$ cat config.mk
export PLATFORM = sky130hd
export DESIGN_NAME = gss_sequencer_flat
export DESIGN_NICKNAME = d
export VERILOG_FILES = /design/src/hw/gss_pkg.sv /design/src/hw/gss_if.sv /design/src/hw/gss_sequencer.sv /design/src/flat_wrapper.sv
export SDC_FILE = /design/constraint.sdc
export NUM_CORES = 1
export LEC_CHECK = 0
export BUFFER_PORTS_ARGS = -buffer_cell sky130_fd_sc_hd__buf_2
export CAP_MARGIN = 20
export CORE_MARGIN = 5
export CORE_UTILIZATION = 45
export DETAILED_ROUTE_END_ITERATION = 12
export HOLD_SLACK_MARGIN = 0.12
export PLACE_DENSITY = 0.7
export REMOVE_ABC_BUFFERS = 1
export SLEW_MARGIN = 10
export SYNTH_ARGS = -nofsm -noshare
export SYNTH_HDL_FRONTEND = slang
export SYNTH_SLANG_ARGS = --single-unit
$ cat constraint.sdc
create_clock -name sys_clk_i -period 4.8 [get_ports sys_clk_i]
set_input_delay 0.72 -clock sys_clk_i [delete_from_list [all_inputs] [get_ports sys_clk_i]]
set_output_delay 0.72 -clock sys_clk_i [all_outputs]
set_load 0.01 [all_outputs]
$ cat src/hw/gss_pkg.sv
package gss_pkg;
    localparam int NUM_CH      = 24;
    localparam int RES_W       = 12;
    localparam int SST_W       = 8;
    localparam int TRG_W       = 4;
    localparam int NUM_TRG     = 16;
    // Wishbone register byte offsets
    localparam logic [7:0] CTRL_OFS   = 8'h00;
    localparam logic [7:0] STAT_OFS   = 8'h04;
    localparam logic [7:0] MASKA_OFS  = 8'h08;
    localparam logic [7:0] MASKB_OFS  = 8'h0C;
    localparam logic [7:0] TRGSEL_OFS = 8'h10;
    localparam logic [7:0] SSTC_OFS   = 8'h14;
    localparam logic [7:0] RES_OFS    = 8'h40;
    // Control register fields
    localparam int CTRL_MODE_LO  = 0;
    localparam int CTRL_TRIGGER_START_ENABLE     = 2;
    localparam int CTRL_IEA      = 3;
    localparam int CTRL_IEB      = 4;
    localparam int CTRL_HS       = 5;
    localparam int CTRL_PRIO     = 6;
    localparam int CTRL_ASYNC    = 7;
    localparam int CTRL_MSTOP    = 8;
    localparam logic [1:0] MODE_GROUP = 2'h1;
    localparam logic [31:0] CTRL_RST  = 32'h0000_0100;
    // Status fields
    localparam int STAT_START  = 0;
    localparam int STAT_PENDA  = 1;
    localparam int STAT_PENDB  = 2;
    localparam int STAT_BUSYB  = 3;
    // Conversion timing in conversion-clock states
    localparam int SAR_HS_STATES = 32;
    localparam int SAR_LC_STATES = 41;
    localparam logic [SST_W-1:0] SSTC_RST = 8'h0D;
    localparam int CLK_DIV = 1;
    typedef enum logic [1:0] {
        ST_IDLE   = 2'b00,
        ST_SAMPLE = 2'b01,
        ST_CONV   = 2'b10,
        ST_NEXT   = 2'b11
    } gss_state_e;
endpackage : gss_pkg

$ cat src/hw/gss_if.sv
interface gss_if;
    logic [gss_pkg::NUM_TRG-1:0] trg;
    modport dev  (input  trg);
    modport host (output trg);
endinterface : gss_if

$ cat src/hw/gss_sequencer.sv
// Register access over Wishbone and the register offsets are this design's own decisions.
module gss_sequencer #(
    parameter int NCH = gss_pkg::NUM_CH
) (
    input  wire logic                      sys_clk_i,
    input  wire logic                      rst_i,
    input  wire logic [7:0]                wb_adr_i,
    input  wire logic [31:0]               wb_dat_i,
    input  wire logic [3:0]                wb_sel_i,
    input  wire logic                      wb_we_i,
    input  wire logic                      wb_cyc_i,
    input  wire logic                      wb_stb_i,
    output logic      [31:0]               wb_dat_o,
    output logic                           wb_ack_o,
    input  wire logic [gss_pkg::RES_W-1:0] sar_result_i,
    output logic [4:0]                     sar_channel_o,
    output logic                           scan_end_irq_o,
    output logic                           group_b_irq_o,
    gss_if.dev                             link
);
    import gss_pkg::*;
    ////////////////////////////////////////////////////////////////////////
    logic [31:0]      ctrl_q;
    logic [NCH-1:0]   mask_a_q;
    logic [NCH-1:0]   mask_b_q;
    logic [TRG_W-1:0] group_a_trigger_select_q;
    logic [TRG_W-1:0] group_b_trigger_select_q;
    logic [SST_W-1:0] sstc_q;
    logic [RES_W-1:0] result_q [NCH];
    logic             start_q;
    logic             grp_b_q;
    logic             pend_a_q;
    logic             pend_b_q;
    logic [4:0]       ch_q;
    logic [NCH-1:0]   todo_q;
    logic [7:0]       cnt_q;
    gss_state_e       state_q;
    logic             wr;
    logic             trg_a;
    logic             trg_b;
    logic             armed;
    logic             go_a;
    logic             go_b;
    logic             conv_done;
    logic [7:0]       sar_len;
    logic [4:0]       first_ch;
    logic [NCH-1:0]   pick;
    logic             last_ch;
    ////////////////////////////////////////////////////////////////////////
    // Write lands on the edge where the master sees ack
    assign wr    = wb_cyc_i && wb_stb_i && wb_we_i && wb_ack_o;
    assign armed = ctrl_q[CTRL_TRIGGER_START_ENABLE] && !ctrl_q[CTRL_MSTOP] && !ctrl_q[CTRL_ASYNC]
                   && ctrl_q[CTRL_MODE_LO +: 2] == MODE_GROUP;
    assign trg_a = armed && link.trg[group_a_trigger_select_q];
    assign trg_b = armed && link.trg[group_b_trigger_select_q];
    // A may start when idle, or preempt B under priority control
    assign go_a  = trg_a && |mask_a_q && (!start_q || (grp_b_q && ctrl_q[CTRL_PRIO]));
    assign go_b  = trg_b && |mask_b_q && !start_q && !trg_a;
    assign sar_len = ctrl_q[CTRL_HS] ? 8'(SAR_HS_STATES) : 8'(SAR_LC_STATES);
    assign conv_done = state_q == ST_CONV && cnt_q == 8'h00;
    // Lowest set bit of the remaining set
    assign pick = todo_q & (~todo_q + NCH'(1));
    always_comb begin
        first_ch = 5'h00;
        for (int i = NCH - 1; i >= 0; i--) begin
            if (pick[i]) begin
                first_ch = 5'(i);
            end
        end
    end
    assign last_ch = (todo_q & ~pick) == '0;
    ////////////////////////////////////////////////////////////////////////
    always_ff @(posedge sys_clk_i) begin
        if (rst_i) begin
            ctrl_q   <= CTRL_RST;
            mask_a_q <= '0;
            mask_b_q <= '0;
            group_a_trigger_select_q   <= '0;
            group_b_trigger_select_q   <= '0;
            sstc_q   <= SSTC_RST;
        end else if (wr) begin
            unique case (wb_adr_i)
                CTRL_OFS:   ctrl_q   <= wb_dat_i;
                MASKA_OFS:  mask_a_q <= wb_dat_i[NCH-1:0];
                MASKB_OFS:  mask_b_q <= wb_dat_i[NCH-1:0];
                TRGSEL_OFS: begin
                    group_a_trigger_select_q <= wb_dat_i[TRG_W-1:0];
                    group_b_trigger_select_q <= wb_dat_i[8 +: TRG_W];
                end
                SSTC_OFS:   sstc_q   <= wb_dat_i[SST_W-1:0];
                default:    ;
            endcase
        end
    end
    ////////////////////////////////////////////////////////////////////////
    always_ff @(posedge sys_clk_i) begin
        if (rst_i) begin
            state_q <= ST_IDLE;
            start_q <= 1'b0;
            grp_b_q <= 1'b0;
            todo_q  <= '0;
            ch_q    <= 5'h00;
            cnt_q   <= 8'h00;
        end else if (go_a || go_b) begin
            start_q <= 1'b1;
            grp_b_q <= go_b;
            todo_q  <= go_a ? mask_a_q : mask_b_q;
            state_q <= ST_NEXT;
        end else if (wr && wb_adr_i == CTRL_OFS && wb_dat_i[CTRL_MODE_LO +: 2] == 2'h0) begin
            state_q <= ST_IDLE;
            start_q <= 1'b0;
        end else begin
            unique case (state_q)
                ST_IDLE: ;
                ST_NEXT: begin
                    ch_q    <= first_ch;
                    cnt_q   <= sstc_q;
                    state_q <= ST_SAMPLE;
                end
                ST_SAMPLE: begin
                    if (cnt_q == 8'h00) begin
                        cnt_q   <= sar_len - 8'h01;
                        state_q <= ST_CONV;
                    end else begin
                        cnt_q <= cnt_q - 8'h01;
                    end
                end
                ST_CONV: begin
                    if (cnt_q == 8'h00) begin
                        todo_q <= todo_q & ~pick;
                        if (last_ch) begin
                            state_q <= ST_IDLE;
                            start_q <= 1'b0;
                        end else begin
                            state_q <= ST_NEXT;
                        end
                    end else begin
                        cnt_q <= cnt_q - 8'h01;
                    end
                end
            endcase
        end
    end
    ////////////////////////////////////////////////////////////////////////
    // Hardware set wins over a same-cycle software clear
    always_ff @(posedge sys_clk_i) begin
        if (rst_i) begin
            pend_a_q <= 1'b0;
            pend_b_q <= 1'b0;
        end else begin
            if (conv_done && last_ch && !grp_b_q && !go_a) begin
                pend_a_q <= 1'b1;
            end else if (wr && wb_adr_i == STAT_OFS && !wb_dat_i[STAT_PENDA]) begin
                pend_a_q <= 1'b0;
            end
            if (conv_done && last_ch && grp_b_q && !go_a) begin
                pend_b_q <= 1'b1;
            end else if (wr && wb_adr_i == STAT_OFS && !wb_dat_i[STAT_PENDB]) begin
                pend_b_q <= 1'b0;
            end
        end
    end
    always_ff @(posedge sys_clk_i) begin
        if (rst_i) begin
            scan_end_irq_o <= 1'b0;
            group_b_irq_o  <= 1'b0;
            sar_channel_o  <= 5'h00;
        end else begin
            scan_end_irq_o <= pend_a_q && ctrl_q[CTRL_IEA];
            group_b_irq_o  <= pend_b_q && ctrl_q[CTRL_IEB];
            sar_channel_o  <= ch_q;
        end
    end
    ////////////////////////////////////////////////////////////////////////
    always_ff @(posedge sys_clk_i) begin
        if (rst_i) begin
            for (int i = 0; i < NCH; i++) begin
                result_q[i] <= '0;
            end
        end else if (conv_done && !go_a) begin
            result_q[ch_q] <= sar_result_i;
        end
    end
    ////////////////////////////////////////////////////////////////////////
    always_ff @(posedge sys_clk_i) begin
        if (rst_i) begin
            wb_ack_o <= 1'b0;
            wb_dat_o <= 32'h0000_0000;
        end else begin
            wb_ack_o <= wb_cyc_i && wb_stb_i && !wb_ack_o;
            wb_dat_o <= 32'h0000_0000;
            if (wb_adr_i >= RES_OFS && wb_adr_i < RES_OFS + 8'(4 * NCH)) begin
                wb_dat_o <= 32'(result_q[5'((wb_adr_i - RES_OFS) >> 2)]);
            end else begin
                unique case (wb_adr_i)
                    CTRL_OFS:   wb_dat_o <= ctrl_q;
                    STAT_OFS:   wb_dat_o <= {28'h0, grp_b_q && start_q, pend_b_q, pend_a_q, start_q};
                    MASKA_OFS:  wb_dat_o <= 32'(mask_a_q);
                    MASKB_OFS:  wb_dat_o <= 32'(mask_b_q);
                    TRGSEL_OFS: wb_dat_o <= {20'h0, group_b_trigger_select_q, 4'h0, group_a_trigger_select_q};
                    SSTC_OFS:   wb_dat_o <= 32'(sstc_q);
                    default:    wb_dat_o <= 32'h0000_0000;
                endcase
            end
        end
    end
endmodule : gss_sequencer

$ cat src/flat_wrapper.sv
// flat-port wrapper written by rule: the top's interface ports become plain ports
module gss_sequencer_flat import gss_pkg::*;
#(
    parameter int NCH = gss_pkg::NUM_CH
)
  (sys_clk_i, rst_i, wb_adr_i, wb_dat_i, wb_sel_i, wb_we_i, wb_cyc_i, wb_stb_i, wb_dat_o, wb_ack_o, sar_result_i, sar_channel_o, scan_end_irq_o, group_b_irq_o, link_trg);
  gss_if link_i ();
  input  wire logic sys_clk_i;
  input  wire logic rst_i;
  input  wire logic [7:0] wb_adr_i;
  input  wire logic [31:0] wb_dat_i;
  input  wire logic [3:0] wb_sel_i;
  input  wire logic wb_we_i;
  input  wire logic wb_cyc_i;
  input  wire logic wb_stb_i;
  output logic      [31:0] wb_dat_o;
  output logic wb_ack_o;
  input  wire logic [gss_pkg::RES_W-1:0] sar_result_i;
  output logic [4:0] sar_channel_o;
  output logic scan_end_irq_o;
  output logic group_b_irq_o;
  input wire logic [$bits(link_i.trg)-1:0] link_trg;
  assign link_i.trg = link_trg;
  gss_sequencer #(.NCH(NCH)) u_core (.sys_clk_i(sys_clk_i), .rst_i(rst_i), .wb_adr_i(wb_adr_i), .wb_dat_i(wb_dat_i), .wb_sel_i(wb_sel_i), .wb_we_i(wb_we_i), .wb_cyc_i(wb_cyc_i), .wb_stb_i(wb_stb_i), .wb_dat_o(wb_dat_o), .wb_ack_o(wb_ack_o), .sar_result_i(sar_result_i), .sar_channel_o(sar_channel_o), .scan_end_irq_o(scan_end_irq_o), .group_b_irq_o(group_b_irq_o), .link(link_i));
endmodule
# Word-level counts from Yosys, hierarchy flattened

Memory sizes are Yosys's and may differ from the RTL's.
Index checks and enable logic that the tools add are counted.

Bits in registers: 179
Latch bits: 0
Memory bits (writable): 288
Memory bits (read-only): 0
Bits of input ports: 77
Output and inout port bits: 40
Word-level logic and storage cells: 179
Memories: 1

Memory list:

| memory          | depth | bits a word | read ports | clocked after memory_dff | write ports | line                | source |
|---|---|---|---|---|---|---|---|
| u_core.result_q | 24    | 12          | 1          | 0                        | 24          | gss_sequencer.sv:29 | `logic [RES_W-1:0] result_q [NCH];` |

Add/sub/neg operators: 4
Multiply operators: 0
Div/mod/pow operators: 0
Order comparisons: 4
Eq/ne operators: 13
Shifts and indexed selects: 0
Multiplexer cells: 62
Bitwise gates (word level): 6
Reduce and logical (&&, ||, !) cells: 69

Operator list:

| operator                | count |
|---|---|
| $pmux W32 S6            | 1 |
| $mux W5                 | 25 |
| $mux W24                | 5 |
| $and A24 B24 Y24        | 2 |
| $not A24 Y24            | 2 |
| $reduce_or A24 Y1       | 2 |
| $logic_and A1 B1 Y1     | 31 |
| $add A24 B1 Y24 const B | 1 |
| $logic_not A24 Y1       | 1 |
| $mux W12                | 2 |
| $pmux W8 S3             | 1 |
| $mux W1                 | 17 |
| $eq A8 B4 Y1 const B    | 2 |
| $eq A8 B5 Y1 const B    | 2 |
| $logic_not A8 Y1        | 2 |
| $mux W8                 | 2 |
| $sub A8 B1 Y8 const B   | 2 |
| $reduce_and A3 Y1       | 4 |
| $reduce_bool A3 Y1      | 4 |
| $reduce_or A12 Y1       | 1 |
| $lt A4 B5 Y1 const B    | 2 |
| $mux W2                 | 5 |
| $reduce_and A2 Y1       | 5 |
| $logic_not A1 Y1        | 9 |
| 20 further kinds        | 28 |

# Longest topological paths before layout

Depth in word-level cells: 27
Depth in mapped cells: 10

# Worst setup path before layout

No wires, ideal clock.

Kind: flip-flop to flip-flop
From: register u_core.cnt_q[0]
To: memory u_core.result_q[24][0], enable pin
Data arrival time: 3.092 ns
Required time: 4.388 ns
Path slack: 1.296 ns
Stages on the path, launching flop included: 9
Cell sequence: dfxtp_1 -> inv_1 -> ha_1 -> or3b_2 -> or3_1 -> nor2_1 -> nand2_1 -> clkbuf_8 -> nor4_1

RTL lines:

| element                  | line                 | source |
|---|---|---|
| start: declaration       | gss_sequencer.sv:36  | `logic [7:0] cnt_q;` |
| start signal: assignment | gss_sequencer.sv:117 | `cnt_q <= sstc_q;` |
| start signal: assignment | gss_sequencer.sv:122 | `cnt_q <= sar_len - 8'h01;` |
| start signal: assignment | gss_sequencer.sv:125 | `cnt_q <= cnt_q - 8'h01;` |
| end: declaration         | gss_sequencer.sv:29  |  |

==> metrics <==
initial antenna violation count=2; clock sink count=563; die width=248 um; Die Area=61400 um2; CTS buffer count=57; 1st-iter DRT viols=1576; sequential fraction of the synthesis area=59.4%; Routed WL per cell=24.0 um; number of antenna diodes=0; area of the core=56200 um2; # resized after CTS=0; total grt overflow=0; Pleak=10.2 nW; Fillers=4786; area grow syn2layout=12.7%; Min-Delay Path Class=in -> reg; num ports=117; vias in the first global route=16600; worst slew pin tran=958 ps; Synth top cells by count=384 x edfxtp_1, 294 x and2_1, 179 x dfxtp_1; first-pass GRT wire length=102000 um; status=finished clean; max_cap viols=0; Async S/R FF share, synth=0%; input/output buffers=112; GRT Util Overall=21.9%; Hold Buf Count CTS=0; DR vias/cell=5.87; top post-synthesis cells by area=edfxtp_1 45%, dfxtp_1 14%, mux4_2 11%, and2_1 7.2%, mux2i_1 2.4%; final net count=2109; synthesized area per cell=12.9 um2; Netlist cell types=73; DPL Wire Length=43700 um; via count=16600; Max-slew headroom=35.9%; worst skew pair latency=630 ps; CTS H-tree depth=2; top cell type's share of synthesized area=45.4%; max-slew violations=0; proportion of layout cells with a drive suffix above 1=21.9%; drt drc=0; crit share post-route=82.5%; Yosys warning count=0; Die H=248 um; Worst Path Arrival=4240 ps; final wirelength=67900 um; Yosys top cell by area=edfxtp_1; number of routed nets with antenna violations=0; crit-path max FO=13; multi-input logic area=9580 um2; Initial Util=45.3%; Critical Setup Path Class=reg -> reg; Mapped Area=25400 um2; Gate Count Post-Synth=1966; Startpoint Class=register; crit path time final=3960 ps; cell area power density=383 nW/um2; Post-synth EDFFs=384; Final Non-Filler Cells=2828; routability cong.=0.930; Setup Buffers After CTS=0; Clock Pin Slew Worst Setup and Hold Paths=70 ps; post-route setup TNS=0 ps; placed cells=2724; most common cell in the netlist=edfxtp_1; final-report setup violation count=0; Fmax=252 MHz; maximum number of pins on one net before global-route repair=177; first-pass iteration count of the detailed router=6; CTS tree=built; clk buf depth=3; Synth Flop Type=edfxtp_1; Root Buffer=clkbuf_16; row count=87; worst vdd ir=261 uV; #FFs+latches synth=563; RSZ-0062 raised after global routing=no; CP Capture Type=register; register area=15100 um2; Fin Clk Skew=20.2 ps; Worst Path Required=5080 ps; Fin. Hold Viols=0
[layer usage]
metal,wire length (um),vias to the layer above,GRT usage [%]
met1,27200,8415,29.3
li1,-,7383,-
met4,2140,2,6.41
met2,33600,678,37.0
met5,13,-,0
met3,5020,133,4.04
[sequential cells by signal (all words and copies together) (netlist names)]
signal / cells
u_core.result_q: 384
u_core.ctrl_q: 32
u_core.wb_dat_o: 32
u_core.mask_a_q: 24
u_core.mask_b_q: 24
u_core.todo_q: 24
u_core.cnt_q: 8
u_core.sstc_q: 8
u_core.ch_q: 5
u_core.sar_channel_o: 5
u_core.group_a_trigger_select_q: 4
u_core.group_b_trigger_select_q: 4
u_core.state_q: 2
u_core.group_b_irq_o: 1
u_core.grp_b_q: 1
u_core.pend_a_q: 1
u_core.pend_b_q: 1
u_core.scan_end_irq_o: 1
u_core.start_q: 1
u_core.wb_ack_o: 1
[logic make-up (layout without fill, tap and decap cells)]
family                   Yosys count  after routing  share of synthesized area [%]
buffers and inverters            182            288                           2.98
AND/OR/NAND/NOR                  763            763                           16.2
flip-flops                       563            563                           59.4
AO/OA/AOI/OAI                    239            239                           6.28
multiplexers                     209            209                           14.6
XOR/XNOR                           3              3                          0.103
adder cells (fa/ha/maj)            7              7                          0.325
[report_power, final]
group	total (mW)	internal (mW)	switching (mW)	leakage (nW)
sequential	5.34	5.29	0.0521	5.28
clock	4.64	2.76	1.88	0.958
combinational	0.996	0.354	0.641	3.93
[worst max-delay path, stage by stage, from the launching register on]
cell and delay, ps:
dfxtp_1 350, inv_1 100, ha_1 170, or3b_2 470, or3_1 450, nor2_1 330, nand2_1 600, nor4_1 700
or2_2 430
[cell usage in the layout (no fill, tap or decap), drive strengths merged, types with 16 or more instances in the layout]
cell,instances
nor2,146
o21ai,24
edfxtp,384
or2,30
mux4,128
a211oi,24
buf,162
a221oi,16
mux2,19
and2,294
nand2,156
clkinv,21
a21oi,80
inv,22
nor4,28
nor3,33
a22oi,20
mux2i,62
dfxtp,179
clkbuf,71
[per-stage QoR]
stage	setup WS (ps)	hold slack [ps]	instance area (um2)	utilization, %	total power, mW
6_report	839	338	28700	51.0	11.0
5_1_grt	688	337	28700	51.0	11.3
4_1_cts	903	310	28700	51.0	11.0
3_5_place_dp	803	446	26700	47.6	6.43
3_3_place_gp	890	439	26700	47.6	6.40
2_1_floorplan	-137	426	24800	-	5.99
[layout make-up]
| class | instances | area share (%) |
|---|---|---|
| sequential | 563 | 52.7 |
| multi-input combinational | 1221 | 33.4 |
| timing repair buffer | 162 | 3.45 |
| tap | 756 | 3.30 |
| inverter | 22 | 0.288 |
| clock buffer | 71 | 5.39 |
| clock inverter | 33 | 1.41 |
[path summary, 6_finish.rpt]
| path | slack (ps) | end | cells after the start | start |
|---|---|---|---|---|
| max | 840 | u_core.result_q[4][5] | 8 | u_core.cnt_q[0] |
| max reg2reg | 840 | u_core.result_q[4][5] | 8 | u_core.cnt_q[0] |
| min reg2reg | 450 | u_core.ctrl_q[30] | 2 | u_core.ctrl_q[30] |
| min | 340 | u_core.ctrl_q[27] | 3 | wb_dat_i[27] |
Note: power is estimated with default switching activity, not from simulation.
